<file path="config.mk">
export PLATFORM = sky130hd
export DESIGN_NAME = scpi_top
export DESIGN_NICKNAME = d
export VERILOG_FILES = /design/src/common/scpi_pkg.sv /design/src/hdl/scpi_top.sv
export VERILOG_INCLUDE_DIRS = /design/src /design/src/common
export SDC_FILE = /design/constraint.sdc
export NUM_CORES = 1
export LEC_CHECK = 0
export BUFFER_PORTS_ARGS = -buffer_cell sky130_fd_sc_hd__buf_4
export CAP_MARGIN = 10
export CELL_PAD_IN_SITES_DETAIL_PLACEMENT = 1
export CELL_PAD_IN_SITES_GLOBAL_PLACEMENT = 1
export CORE_UTILIZATION = 31
export DETAILED_ROUTE_END_ITERATION = 10
export GPL_ROUTABILITY_DRIVEN = 0
export PLACE_DENSITY = 0.67
export SLEW_MARGIN = 20
export SYNTH_ARGS = -nofsm -noshare
export SYNTH_HDL_FRONTEND = slang
export SYNTH_SLANG_ARGS = --single-unit
</file>
<file path="constraint.sdc">
create_clock -name clk_in -period 6.7 [get_ports clk_in]
set_clock_uncertainty 0.1 [all_clocks]
set_input_delay 0.67 -clock clk_in [delete_from_list [all_inputs] [get_ports clk_in]]
set_output_delay 0.67 -clock clk_in [all_outputs]
set_load 0.02 [all_outputs]
</file>
<file path="src/common/scpi_regs.svh">
// register offsets, field positions and reset values of the process image block
`ifndef SCPI_REGS_SVH
`define SCPI_REGS_SVH

`define SCPI_ADDR_W 12
`define SCPI_ADDR_CTRL 12'h000
`define SCPI_ADDR_IN_IMG 12'h004
`define SCPI_ADDR_OUT_IMG 12'h008
`define SCPI_ADDR_IRQ_STAT 12'h00C
`define SCPI_ADDR_IRQ_MASK 12'h010
`define SCPI_ADDR_PORT_STATE 12'h014

`define SCPI_CTRL_MODE_BIT 0
`define SCPI_CTRL_DOCFG_LSB 8
`define SCPI_CTRL_DICFG_LSB 16
`define SCPI_CTRL_RST 32'h00FF_0000

`define SCPI_IRQ_W 3
`define SCPI_IRQ_FRAME 0
`define SCPI_IRQ_LINK 1
`define SCPI_IRQ_PDV 2
`define SCPI_IRQ_MASK_RST 3'h0

`endif

</file>
<file path="src/common/scpi_pkg.sv">
// types shared by the process image block
package scpi_pkg;

    typedef enum logic [0:0] {
        SCPI_MODE1 = 1'b0,
        SCPI_MODE2 = 1'b1
    } scpi_mode_e;

    typedef enum logic [0:0] {
        SCPI_WAIT = 1'b0,
        SCPI_RUN = 1'b1
    } scpi_state_e;

    typedef struct packed {
        logic [7:0] b3;
        logic [7:0] b2;
        logic [7:0] b1;
        logic [7:0] b0;
    } scpi_image_s;

    typedef struct packed {
        logic [7:0] pin4_di;
        logic [7:0] pin2_di;
        logic [7:0] link_established_flags;
        logic [7:0] process_data_valid_flags;
    } scpi_port_in_s;

    typedef struct packed {
        logic [7:0] pin4_do;
        logic [7:0] pin2_do;
        logic [7:0] temporary_link_request;
        logic [7:0] io_link_mode;
        logic [7:0] pd_exchange;
    } scpi_port_out_s;

endpackage

</file>
<file path="src/hdl/scpi_top.sv">
// status/control process image packer with apb configuration
`timescale 1ns/1ns
`include "scpi_regs.svh"

// Contract
// [RQ1] without switching outputs, mode 1 ignores output byte 0 entirely
// [RQ2] without switching outputs, mode 1 byte 1 odd bits drive pin 2 of ports 8..5
// [RQ3] mode 1 output byte 2 bit n requests link mode for port n+1
// [RQ4] mode 1 output byte 3 is reserved and has no function
// [RQ5] link request switches a plain input port to link mode, no process data
// [RQ6] pin 4 output acts only on ports configured as digital output
// [RQ7] mapping mode 2 selects the compatibility layouts
// [RQ8] mode 2 input byte 0 bit n reports pin 4 input of port n+1
// [RQ9] mode 2 input byte 1 bit n reports pin 2 input of port n+1
// [RQ10] input byte 2 bit n shows link established on port n+1
// [RQ11] input byte 3 bit n shows valid process data on port n+1
// [RQ12] mode 2 with switching outputs, output byte 0 bit n drives pin 4 of port n+1
// [RQ13] mode 2 output byte 1 bits 7..4 drive pin 2 of ports 8..5
// [RQ14] mode 2 output byte 2 bit n requests link mode for port n+1
// [RQ15] mode 2 output byte 3 stays reserved
// [RQ16] the module always carries four input and four output bytes
// [RQ17] mode 1 input bytes interleave pin 4 on even and pin 2 on odd bits
// [RQ18] before the first output frame all outputs and flags stay inactive
module scpi_top #(
    parameter bit HAS_SWITCH_OUTPUTS = 1'b1
) (
    input wire logic clk_in,
    input wire logic rstn_in,
    input wire logic psel_in,
    input wire logic penable_in,
    input wire logic pwrite_in,
    input wire logic [`SCPI_ADDR_W-1:0] paddr_in,
    input wire logic [31:0] pwdata_in,
    output logic [31:0] prdata_out,
    output logic pready_out,
    output logic pslverr_out,
    input wire scpi_pkg::scpi_image_s out_image_in,
    input wire logic out_image_valid_in,
    output scpi_pkg::scpi_image_s in_image_out,
    input wire scpi_pkg::scpi_port_in_s ports_in,
    output scpi_pkg::scpi_port_out_s ports_out,
    output logic irq_out
);

    logic rst_meta_n;
    logic rst_sync_n;
    scpi_pkg::scpi_mode_e mode;
    scpi_pkg::scpi_state_e state;
    logic [7:0] do_cfg;
    logic [7:0] di_cfg;
    logic [`SCPI_IRQ_W-1:0] irq_stat;
    logic [`SCPI_IRQ_W-1:0] irq_mask;
    logic [`SCPI_IRQ_W-1:0] irq_event;
    logic [`SCPI_IRQ_W-1:0] irq_clear;
    scpi_pkg::scpi_image_s out_img;
    scpi_pkg::scpi_image_s next_in_image;
    scpi_pkg::scpi_port_out_s next_ports;
    logic [7:0] link_q;
    logic [7:0] pdv_q;
    logic [31:0] next_prdata;
    logic addr_hit;
    logic apb_acc;
    logic apb_wr;
    logic [7:0] ob0;
    logic [7:0] ob1;
    logic [7:0] ob2;
    logic [3:0] ob1_hi;
    logic primed;

    // async assert, release through two flops
    always_ff @(posedge clk_in or negedge rstn_in) begin
        if (!rstn_in) begin
            rst_meta_n <= 1'b0;
            rst_sync_n <= 1'b0;
        end else begin
            rst_meta_n <= 1'b1;
            rst_sync_n <= rst_meta_n;
        end
    end

    // apb: one wait state, answer registered
    assign apb_acc = psel_in & penable_in & ~pready_out;
    assign apb_wr = psel_in & penable_in & pready_out & pwrite_in & addr_hit;

    always_comb begin
        addr_hit = 1'b1;
        next_prdata = 32'h0000_0000;
        case (paddr_in)
            `SCPI_ADDR_CTRL: begin
                next_prdata[`SCPI_CTRL_MODE_BIT] = mode;
                next_prdata[`SCPI_CTRL_DOCFG_LSB +: 8] = do_cfg;
                next_prdata[`SCPI_CTRL_DICFG_LSB +: 8] = di_cfg;
            end
            `SCPI_ADDR_IN_IMG: begin
                next_prdata = in_image_out;
            end
            `SCPI_ADDR_OUT_IMG: begin
                next_prdata = out_img;
            end
            `SCPI_ADDR_IRQ_STAT: begin
                next_prdata[`SCPI_IRQ_W-1:0] = irq_stat;
            end
            `SCPI_ADDR_IRQ_MASK: begin
                next_prdata[`SCPI_IRQ_W-1:0] = irq_mask;
            end
            `SCPI_ADDR_PORT_STATE: begin
                next_prdata[15:0] = {ports_out.pd_exchange, ports_out.io_link_mode};
                next_prdata[16] = primed;
            end
            default: begin
                addr_hit = 1'b0;
            end
        endcase
    end

    always_ff @(posedge clk_in or negedge rst_sync_n) begin
        if (!rst_sync_n) begin
            pready_out <= 1'b0;
            pslverr_out <= 1'b0;
            prdata_out <= 32'h0000_0000;
        end else begin
            pready_out <= apb_acc;
            pslverr_out <= apb_acc & ~addr_hit;
            if (apb_acc && !pwrite_in) begin
                prdata_out <= next_prdata;
            end
        end
    end

    // [RQ7] mode and port configuration
    always_ff @(posedge clk_in or negedge rst_sync_n) begin
        if (!rst_sync_n) begin
            mode <= scpi_pkg::SCPI_MODE1;
            do_cfg <= 8'h00;
            di_cfg <= 8'hFF;
            irq_mask <= `SCPI_IRQ_MASK_RST;
        end else if (apb_wr && paddr_in == `SCPI_ADDR_CTRL) begin
            mode <= scpi_pkg::scpi_mode_e'(pwdata_in[`SCPI_CTRL_MODE_BIT]);
            do_cfg <= pwdata_in[`SCPI_CTRL_DOCFG_LSB +: 8];
            di_cfg <= pwdata_in[`SCPI_CTRL_DICFG_LSB +: 8];
        end else if (apb_wr && paddr_in == `SCPI_ADDR_IRQ_MASK) begin
            irq_mask <= pwdata_in[`SCPI_IRQ_W-1:0];
        end
    end

    // [RQ18] wait for first output frame
    always_ff @(posedge clk_in or negedge rst_sync_n) begin
        if (!rst_sync_n) begin
            state <= scpi_pkg::SCPI_WAIT;
        end else begin
            case (state)
                scpi_pkg::SCPI_WAIT: begin
                    if (out_image_valid_in) begin
                        state <= scpi_pkg::SCPI_RUN;
                    end
                end
                scpi_pkg::SCPI_RUN: begin
                    state <= scpi_pkg::SCPI_RUN;
                end
                default: begin
                    state <= scpi_pkg::SCPI_WAIT;
                end
            endcase
        end
    end

    assign primed = (state == scpi_pkg::SCPI_RUN);

    // [RQ16] whole four-byte frame latched at once
    always_ff @(posedge clk_in or negedge rst_sync_n) begin
        if (!rst_sync_n) begin
            out_img <= '0;
        end else if (out_image_valid_in) begin
            out_img <= out_image_in;
        end
    end

    // [RQ4] byte 3 feeds no port output, so reserved bits stay inert
    // [RQ15] mode 2 byte 3 likewise unused
    assign ob0 = out_img.b0;
    assign ob1 = out_img.b1;
    assign ob2 = out_img.b2;
    assign ob1_hi = out_img.b1[7:4];

    // output unpacking; out_img is zero until the first frame
    always_comb begin
        next_ports = '0;
        case (mode)
            scpi_pkg::SCPI_MODE1: begin
                for (int i = 0; i < 4; i++) begin
                    // [RQ1] byte 0 dropped on variant without switching outputs
                    if (HAS_SWITCH_OUTPUTS) begin
                        next_ports.pin4_do[i] = ob0[2*i];
                        next_ports.pin4_do[i+4] = ob1[2*i];
                    end
                    // [RQ2] odd bits of byte 1 to pin 2 of ports 5..8
                    next_ports.pin2_do[i+4] = ob1[2*i+1];
                end
                // [RQ3] request bits one per port
                next_ports.temporary_link_request = ob2;
            end
            scpi_pkg::SCPI_MODE2: begin
                // [RQ12] byte 0 straight to pin 4
                if (HAS_SWITCH_OUTPUTS) begin
                    next_ports.pin4_do = ob0;
                end
                // [RQ13] low nibble has no function
                next_ports.pin2_do[7:4] = ob1_hi;
                // [RQ14] request bits one per port
                next_ports.temporary_link_request = ob2;
            end
            default: begin
                next_ports.temporary_link_request = 8'h00;
            end
        endcase
        // [RQ6] pin 4 only where configured as output
        next_ports.pin4_do = next_ports.pin4_do & do_cfg & ~next_ports.temporary_link_request;
        // [RQ5] requested plain input ports go to link mode, no process data
        next_ports.io_link_mode = next_ports.temporary_link_request & di_cfg;
        next_ports.pd_exchange = primed ? ~next_ports.temporary_link_request : 8'h00;
    end

    always_ff @(posedge clk_in or negedge rst_sync_n) begin
        if (!rst_sync_n) begin
            ports_out <= '0;
        end else begin
            ports_out <= next_ports;
        end
    end

    // input packing, all zero until primed
    always_comb begin
        next_in_image = '0;
        if (primed) begin
            case (mode)
                scpi_pkg::SCPI_MODE1: begin
                    // [RQ17] interleave pin 4 even, pin 2 odd
                    for (int i = 0; i < 4; i++) begin
                        next_in_image.b0[2*i] = ports_in.pin4_di[i];
                        next_in_image.b0[2*i+1] = ports_in.pin2_di[i];
                        next_in_image.b1[2*i] = ports_in.pin4_di[i+4];
                        next_in_image.b1[2*i+1] = ports_in.pin2_di[i+4];
                    end
                end
                scpi_pkg::SCPI_MODE2: begin
                    // [RQ8] pin 4 inputs by port
                    next_in_image.b0 = ports_in.pin4_di;
                    // [RQ9] pin 2 inputs by port
                    next_in_image.b1 = ports_in.pin2_di;
                end
                default: begin
                    next_in_image.b0 = 8'h00;
                end
            endcase
            // [RQ10] link state flags
            next_in_image.b2 = ports_in.link_established_flags;
            // [RQ11] valid flags; no process data while a link request holds
            next_in_image.b3 = ports_in.process_data_valid_flags & ~ports_out.temporary_link_request;
        end
    end

    always_ff @(posedge clk_in or negedge rst_sync_n) begin
        if (!rst_sync_n) begin
            in_image_out <= '0;
        end else begin
            in_image_out <= next_in_image;
        end
    end

    // interrupt events, set wins over a write-one clear
    always_ff @(posedge clk_in or negedge rst_sync_n) begin
        if (!rst_sync_n) begin
            link_q <= 8'h00;
            pdv_q <= 8'h00;
        end else begin
            link_q <= ports_in.link_established_flags;
            pdv_q <= ports_in.process_data_valid_flags;
        end
    end

    always_comb begin
        irq_event = '0;
        irq_event[`SCPI_IRQ_FRAME] = out_image_valid_in;
        irq_event[`SCPI_IRQ_LINK] = |(link_q ^ ports_in.link_established_flags);
        irq_event[`SCPI_IRQ_PDV] = |(pdv_q ^ ports_in.process_data_valid_flags);
        irq_clear = '0;
        if (apb_wr && paddr_in == `SCPI_ADDR_IRQ_STAT) begin
            irq_clear = pwdata_in[`SCPI_IRQ_W-1:0];
        end
    end

    always_ff @(posedge clk_in or negedge rst_sync_n) begin
        if (!rst_sync_n) begin
            irq_stat <= '0;
            irq_out <= 1'b0;
        end else begin
            irq_stat <= (irq_stat & ~irq_clear) | irq_event;
            irq_out <= |(irq_stat & irq_mask);
        end
    end
endmodule

</file>
# After elaboration in Yosys (flattened, before gate mapping)
# Index checks and enable logic that the tools add are counted.
[classes]
add_sub_neg = 0
n_mul = 0
div_mod_pow = 0
magnitude_cmp = 0
n_eq_ne = 5
n_shift = 0
n_mux = 14
bitwise = 23
n_reduce_logical = 11
[ops]
columns = ["cell", "count"]
rows = [
  ["case mux 9 bit (4 select lines)", 1],
  ["bitwise AND 8 bit", 4],
  ["two-way mux 32 bit", 1],
  ["case mux 16 bit (2 select lines)", 1],
  ["== test 12 x 4 -> 1 bit, second input constant", 2],
  ["== test 12 x 5 -> 1 bit, second input constant", 2],
  ["case mux 12 bit (2 select lines)", 1],
  ["case mux 7 bit (3 select lines)", 1],
  ["NOT 8 bit", 2],
  ["case mux 8 bit (2 select lines)", 1],
  ["OR reduction 8 bit", 2],
  ["XOR 8 bit", 2],
  ["case mux 5 bit (3 select lines)", 1],
  ["== test 12 x 3 -> 1 bit, second input constant", 1],
  ["logical NOT 12 bit", 1],
  ["case mux 2 bit (5 select lines)", 1],
  ["two-way mux 8 bit", 1],
  ["bitwise AND 1 bit", 6],
  ["bitwise AND 3 bit", 2],
  ["case mux 1 bit (6 select lines)", 1],
  ["OR reduction 6 bit", 1],
  ["NOT 1 bit", 5],
  ["logical AND 1 bit", 4],
  ["two-way mux 3 bit", 1],
  ["other kinds (7)", 8],
]
[word_totals]
register_bits = 177
latch_bits = 0
mem_bits_rw = 0
romBits = 0
inputBits = 114
out_inout_bits = 107
wordCells = 80
mem_count = 0

# Longest topological paths before layout
[logic_depth]
word_depth = 9
ltp_mapped = 7
depth_no_buf = 4

# Least setup slack after synthesis
# OpenSTA, ideal clock, no wires.
[synth_timing]
path_kind = "input to register"
from = "in paddr_in[9]"
to = "reg do_cfg[0]"
setup_ns = 0.125
t_arrival_ns = 2.066
required_ns = 6.475
slack_ns = 4.409
path_stages = 6
path_buffers = 2
path_cell_list = "or4_1 buf_4 nor2_2 nand3_4 buf_6 mux2_2"
[synth_via]
elab_chain_cells = 5
word_cells_on_any_way = 10
cone_classes = "eq/ne (5); mux (1); bitwise (1); reduce/logical (3)"
[synth_lines]
columns = ["element", "line_no", "source"]
rows = [
  ["start, declared", "scpi_top.sv:32", "input wire logic [`SCPI_ADDR_W-1:0] paddr_in,"],
  ["== test 12 x 5 -> 1 bit (tied with other cells)", "scpi_top.sv:88", "case (paddr_in)"],
  ["OR reduction 6 bit (no line)", "--", ""],
  ["two-way mux 1 bit", "scpi_top.sv:88", ""],
  ["bitwise AND 1 bit", "scpi_top.sv:83", "assign apb_wr = psel_in & penable_in & pready_out & pwrite_in & addr_hit;"],
  ["logical AND 1 bit (no line) (*)", "--", ""],
  ["end signal, assigned", "scpi_top.sv:139", "do_cfg <= pwdata_in[`SCPI_CTRL_DOCFG_LSB +: 8];"],
  ["end, declared", "scpi_top.sv:49", "logic [7:0] do_cfg;"],
]
# Every way passes the cells marked *; elsewhere a longest branch is shown, timed or not.
# A chain may end at the register's enable or synchronous reset.

# Final worst setup path
[layout_timing]
from = "in paddr_in[9]"
to = "reg prdata_out[24]"
[layout_via]
elab_chain_cells = 2
word_cells_on_any_way = 3
cone_classes = "eq/ne (2); mux (1)"
[layout_lines]
columns = ["element", "line_no", "source"]
rows = [
  ["== test 12 x 4 -> 1 bit or == test 12 x 3 -> 1 bit (tied branches)", "scpi_top.sv:88", ""],
  ["case mux 8 bit (2 select lines) (*)", "scpi_top.sv:88", ""],
  ["end signal, assigned", "scpi_top.sv:125", "prdata_out <= next_prdata;"],
  ["end, declared", "scpi_top.sv:34", "output logic [31:0] prdata_out,"],
]
# Marked as above.

==> flow_metrics.env <==
export IMPL_post_route_util_pct=42.45
export IMPL_initial_antenna_violation_count=0
export IMPL_finish_instance_area_um2=9699
export IMPL_post_route_period_util_pct=39.65
export IMPL_unique_masters_post_synth=46
export IMPL_cts_tree="done"
export IMPL_post_route_min_period_ns=2.657
export IMPL_cap_violations=0
export IMPL_powerDensity_nw_per_um2=251.1
export IMPL_min_delay_path_class="flop to async pin"
export IMPL_cts_root_buf="sky130_fd_sc_hd__clkbuf_16"
export IMPL_pin_count_of_the_biggest_net_entering_global_routing=81
export IMPL_crit_arrival_ns=2.89
export IMPL_rsz0062_at_grt="false"
export IMPL_numClockSinks=177
export IMPL_route_detailed_wl_per_inst_um=20.94
export IMPL_deepest_clock_path_buffer_count=2
export IMPL_largest_reg_flops=36
export IMPL_registers_top_by_ff_count="ports_out"
export IMPL_chipHeight_um=155.5
export IMPL_clkTransAtPathRegs_ns=0.07
export IMPL_route_antenna_remaining_nets=0
export IMPL_synth_yosys_warnings=0
export IMPL_synth_seq_area_share_pct=60.78
export IMPL_syn_cell_area_um2=7303
export IMPL_drv_slew=0
export IMPL_leak_pwr_uw=0.004384
export IMPL_run_status="finished clean"
export IMPL_start_util_pct=31.97
export IMPL_cts_htree_levels=4
export IMPL_ios=221
export IMPL_num_rows=55
export IMPL_flow_area_growth_from_synthesis_pct=32.81
export IMPL_via_count_of_the_first_global_routing_pass=5842
export IMPL_hold_violations=0
export IMPL_routed_via_count=5312
export IMPL_cp_max_fo=27
export IMPL_timing_worst_slew_pin_value_ns=1.020
export IMPL_cts_buffer_count=17
export IMPL_timing_final_setup_violations=0
export IMPL_drt_first_pass_iters=4
export IMPL_synth_cells=572
export IMPL_fin_setup_tns_ns=0
export IMPL_grt_pass1_wl_mm=34.70
export IMPL_postCtsResizedCells=0
export IMPL_timing_worst_setup_path_type="input pin to flop"
export IMPL_insertedDiodeCount=0
export IMPL_layout_common_cells="sky130_fd_sc_hd__buf_4 (211), sky130_fd_sc_hd__dfrtp_1 (168), sky130_fd_sc_hd__mux2_2 (66)"
export IMPL_dieWidth_um=155.5
export IMPL_postSynthRegisterBits=177
export IMPL_timing_critical_path_to_type="flop"
export IMPL_worstPathRequired_ns=6.94
export IMPL_vias_per_cell=4.842
export IMPL_critPathLaunchType="input pin"
export IMPL_layout_drive_gt1_share_pct=42.22
export IMPL_place_detailed_hpwl_mm=16.75
export IMPL_drc=0
export IMPL_worst_skew_pair_late_latency_ns=0.43
export IMPL_track_usage_pct=19.60
export IMPL_first_iter_violations=163
export IMPL_detail_route_wirelength_mm=22.97
export IMPL_cts_setup_buffers=0
export IMPL_final_net_count=885
export IMPL_ir_drop_v=0.0001206
export IMPL_placement_io_buffers=203
export IMPL_ctsHoldBuffers=1
export IMPL_core_um2=22850
export IMPL_fmax_achieved_mhz=376.4
export IMPL_die_area_um2=24180
export IMPL_max_slew_margin_pct=31.47
export IMPL_grt_ovfl_total=0
export IMPL_synth_avg_cell_area_um2=12.77
export IMPL_final_common_cell="sky130_fd_sc_hd__buf_4"
export IMPL_fin_total_pwr_uw=2435
export IMPL_detailed_place_area_um2=9104
export IMPL_reg_largest_list="ports_out (36), in_image_out (32), prdata_out (32)"
[metrics by stage]
step                      setup slack, ns  instances  hold slack, ns
final                               4.043       1097          0.1864
after detailed placement            3.561       1063          0.2381
after floorplan                     1.317        575          0.2312
after CTS                           4.034       1096          0.2455
after global routing                3.891       1097          0.2363
after global placement              3.638       1063          0.2339
[worst max-delay path: stages]
cell	delay [ns]
sky130_fd_sc_hd__buf_4	0.10
sky130_fd_sc_hd__or4_1	0.55
sky130_fd_sc_hd__buf_4	0.29
sky130_fd_sc_hd__nor4_4	0.88
sky130_fd_sc_hd__a22oi_1	0.17
sky130_fd_sc_hd__o21ai_1	0.21
[synth_stat cells (all sizes together)]
master / number / share of area (%)
or3b: 2 / 0.24
and2: 24 / 2.1
nor4: 4 / 0.96
xnor2: 16 / 1.9
nand4: 7 / 0.60
nand2: 20 / 1.0
a21oi: 19 / 1.3
clkbuf: 18 / 0.93
o21ai: 31 / 2.1
a211o: 2 / 0.24
nor2: 39 / 2.1
or4: 2 / 0.26
a31oi: 7 / 0.60
mux2: 66 / 10
buf: 18 / 1.7
nor3: 19 / 1.4
a222oi: 1 / 0.14
a21o: 1 / 0.10
nand3b: 2 / 0.21
nand2b: 1 / 0.086
inv: 11 / 0.57
dfstp: 8 / 2.9
mux4: 1 / 0.31
nand3: 1 / 0.24
and3b: 1 / 0.12
nand4b: 3 / 0.36
conb: 2 / 0.10
mux2i: 36 / 4.9
a22oi: 17 / 1.7
and4: 1 / 0.12
nand4bb: 1 / 0.15
nor3b: 15 / 1.5
nor2b: 3 / 0.26
or2: 2 / 0.17
nor4b: 2 / 0.45
dfrtp: 169 / 58
[layer usage]
metal  wire, um  part of all wire (%)  global-route usage [%]  up-vias
met5          0                     0                       0        -
met4        412                   1.8                   6.769        0
met3       1120                   4.9                   4.011       31
met2      11250                    49                   32.27      165
met1      10190                    44                   25.65     2725
li1           -                     -                       -     2391
[report_power, final]
group          switching (uW)  internal [uW]  total, uW
Clock                     430            525        955
Sequential               57.9           1130       1190
Combinational             154            138        292
Total                     642           1790       2440
[final timing paths]
kind / from / end / slack [ns] / cells after the start
max: paddr_in[9] / prdata_out[24]$_DFFE_PN0P_ / 4.04 / 6
min: rst_sync_n$_DFF_PN0_ / in_image_out[18]$_DFF_PN0_ / 0.19 / 0
max reg2reg: pready_out$_DFF_PN0_ / prdata_out[19]$_DFFE_PN0P_ / 4.54 / 5
min reg2reg: rst_sync_n$_DFF_PN0_ / in_image_out[18]$_DFF_PN0_ / 0.19 / 0
max in group asynchronous: rst_sync_n$_DFF_PN0_ / di_cfg[5]$_DFFE_PN1P_ / 5.13 / 2
min in group clk_in: rst_meta_n$_DFF_PN0_ / rst_sync_n$_DFF_PN0_ / 0.25 / 0
[kinds of logic after synthesis]
group                  synth area share (%)
AO/OA/AOI/OAI                         6.253
other                                0.1028
XOR/XNOR                              1.919
multiplexers                          15.42
flip-flops                            60.78
AND/OR/NAND/NOR                       12.28
buffers and inverters                 3.238
[final cells by class]
type,count,area [um^2]
fill,2472,13150
sequential,177,4443
multi-input combinational,351,2644
timing repair buffer,213,1622
clock buffer,21,450.4
tap,313,391.6
clock inverter,11,107.6
inverter,11,41.29
No activity file was read; power rests on OpenSTA's default activity.
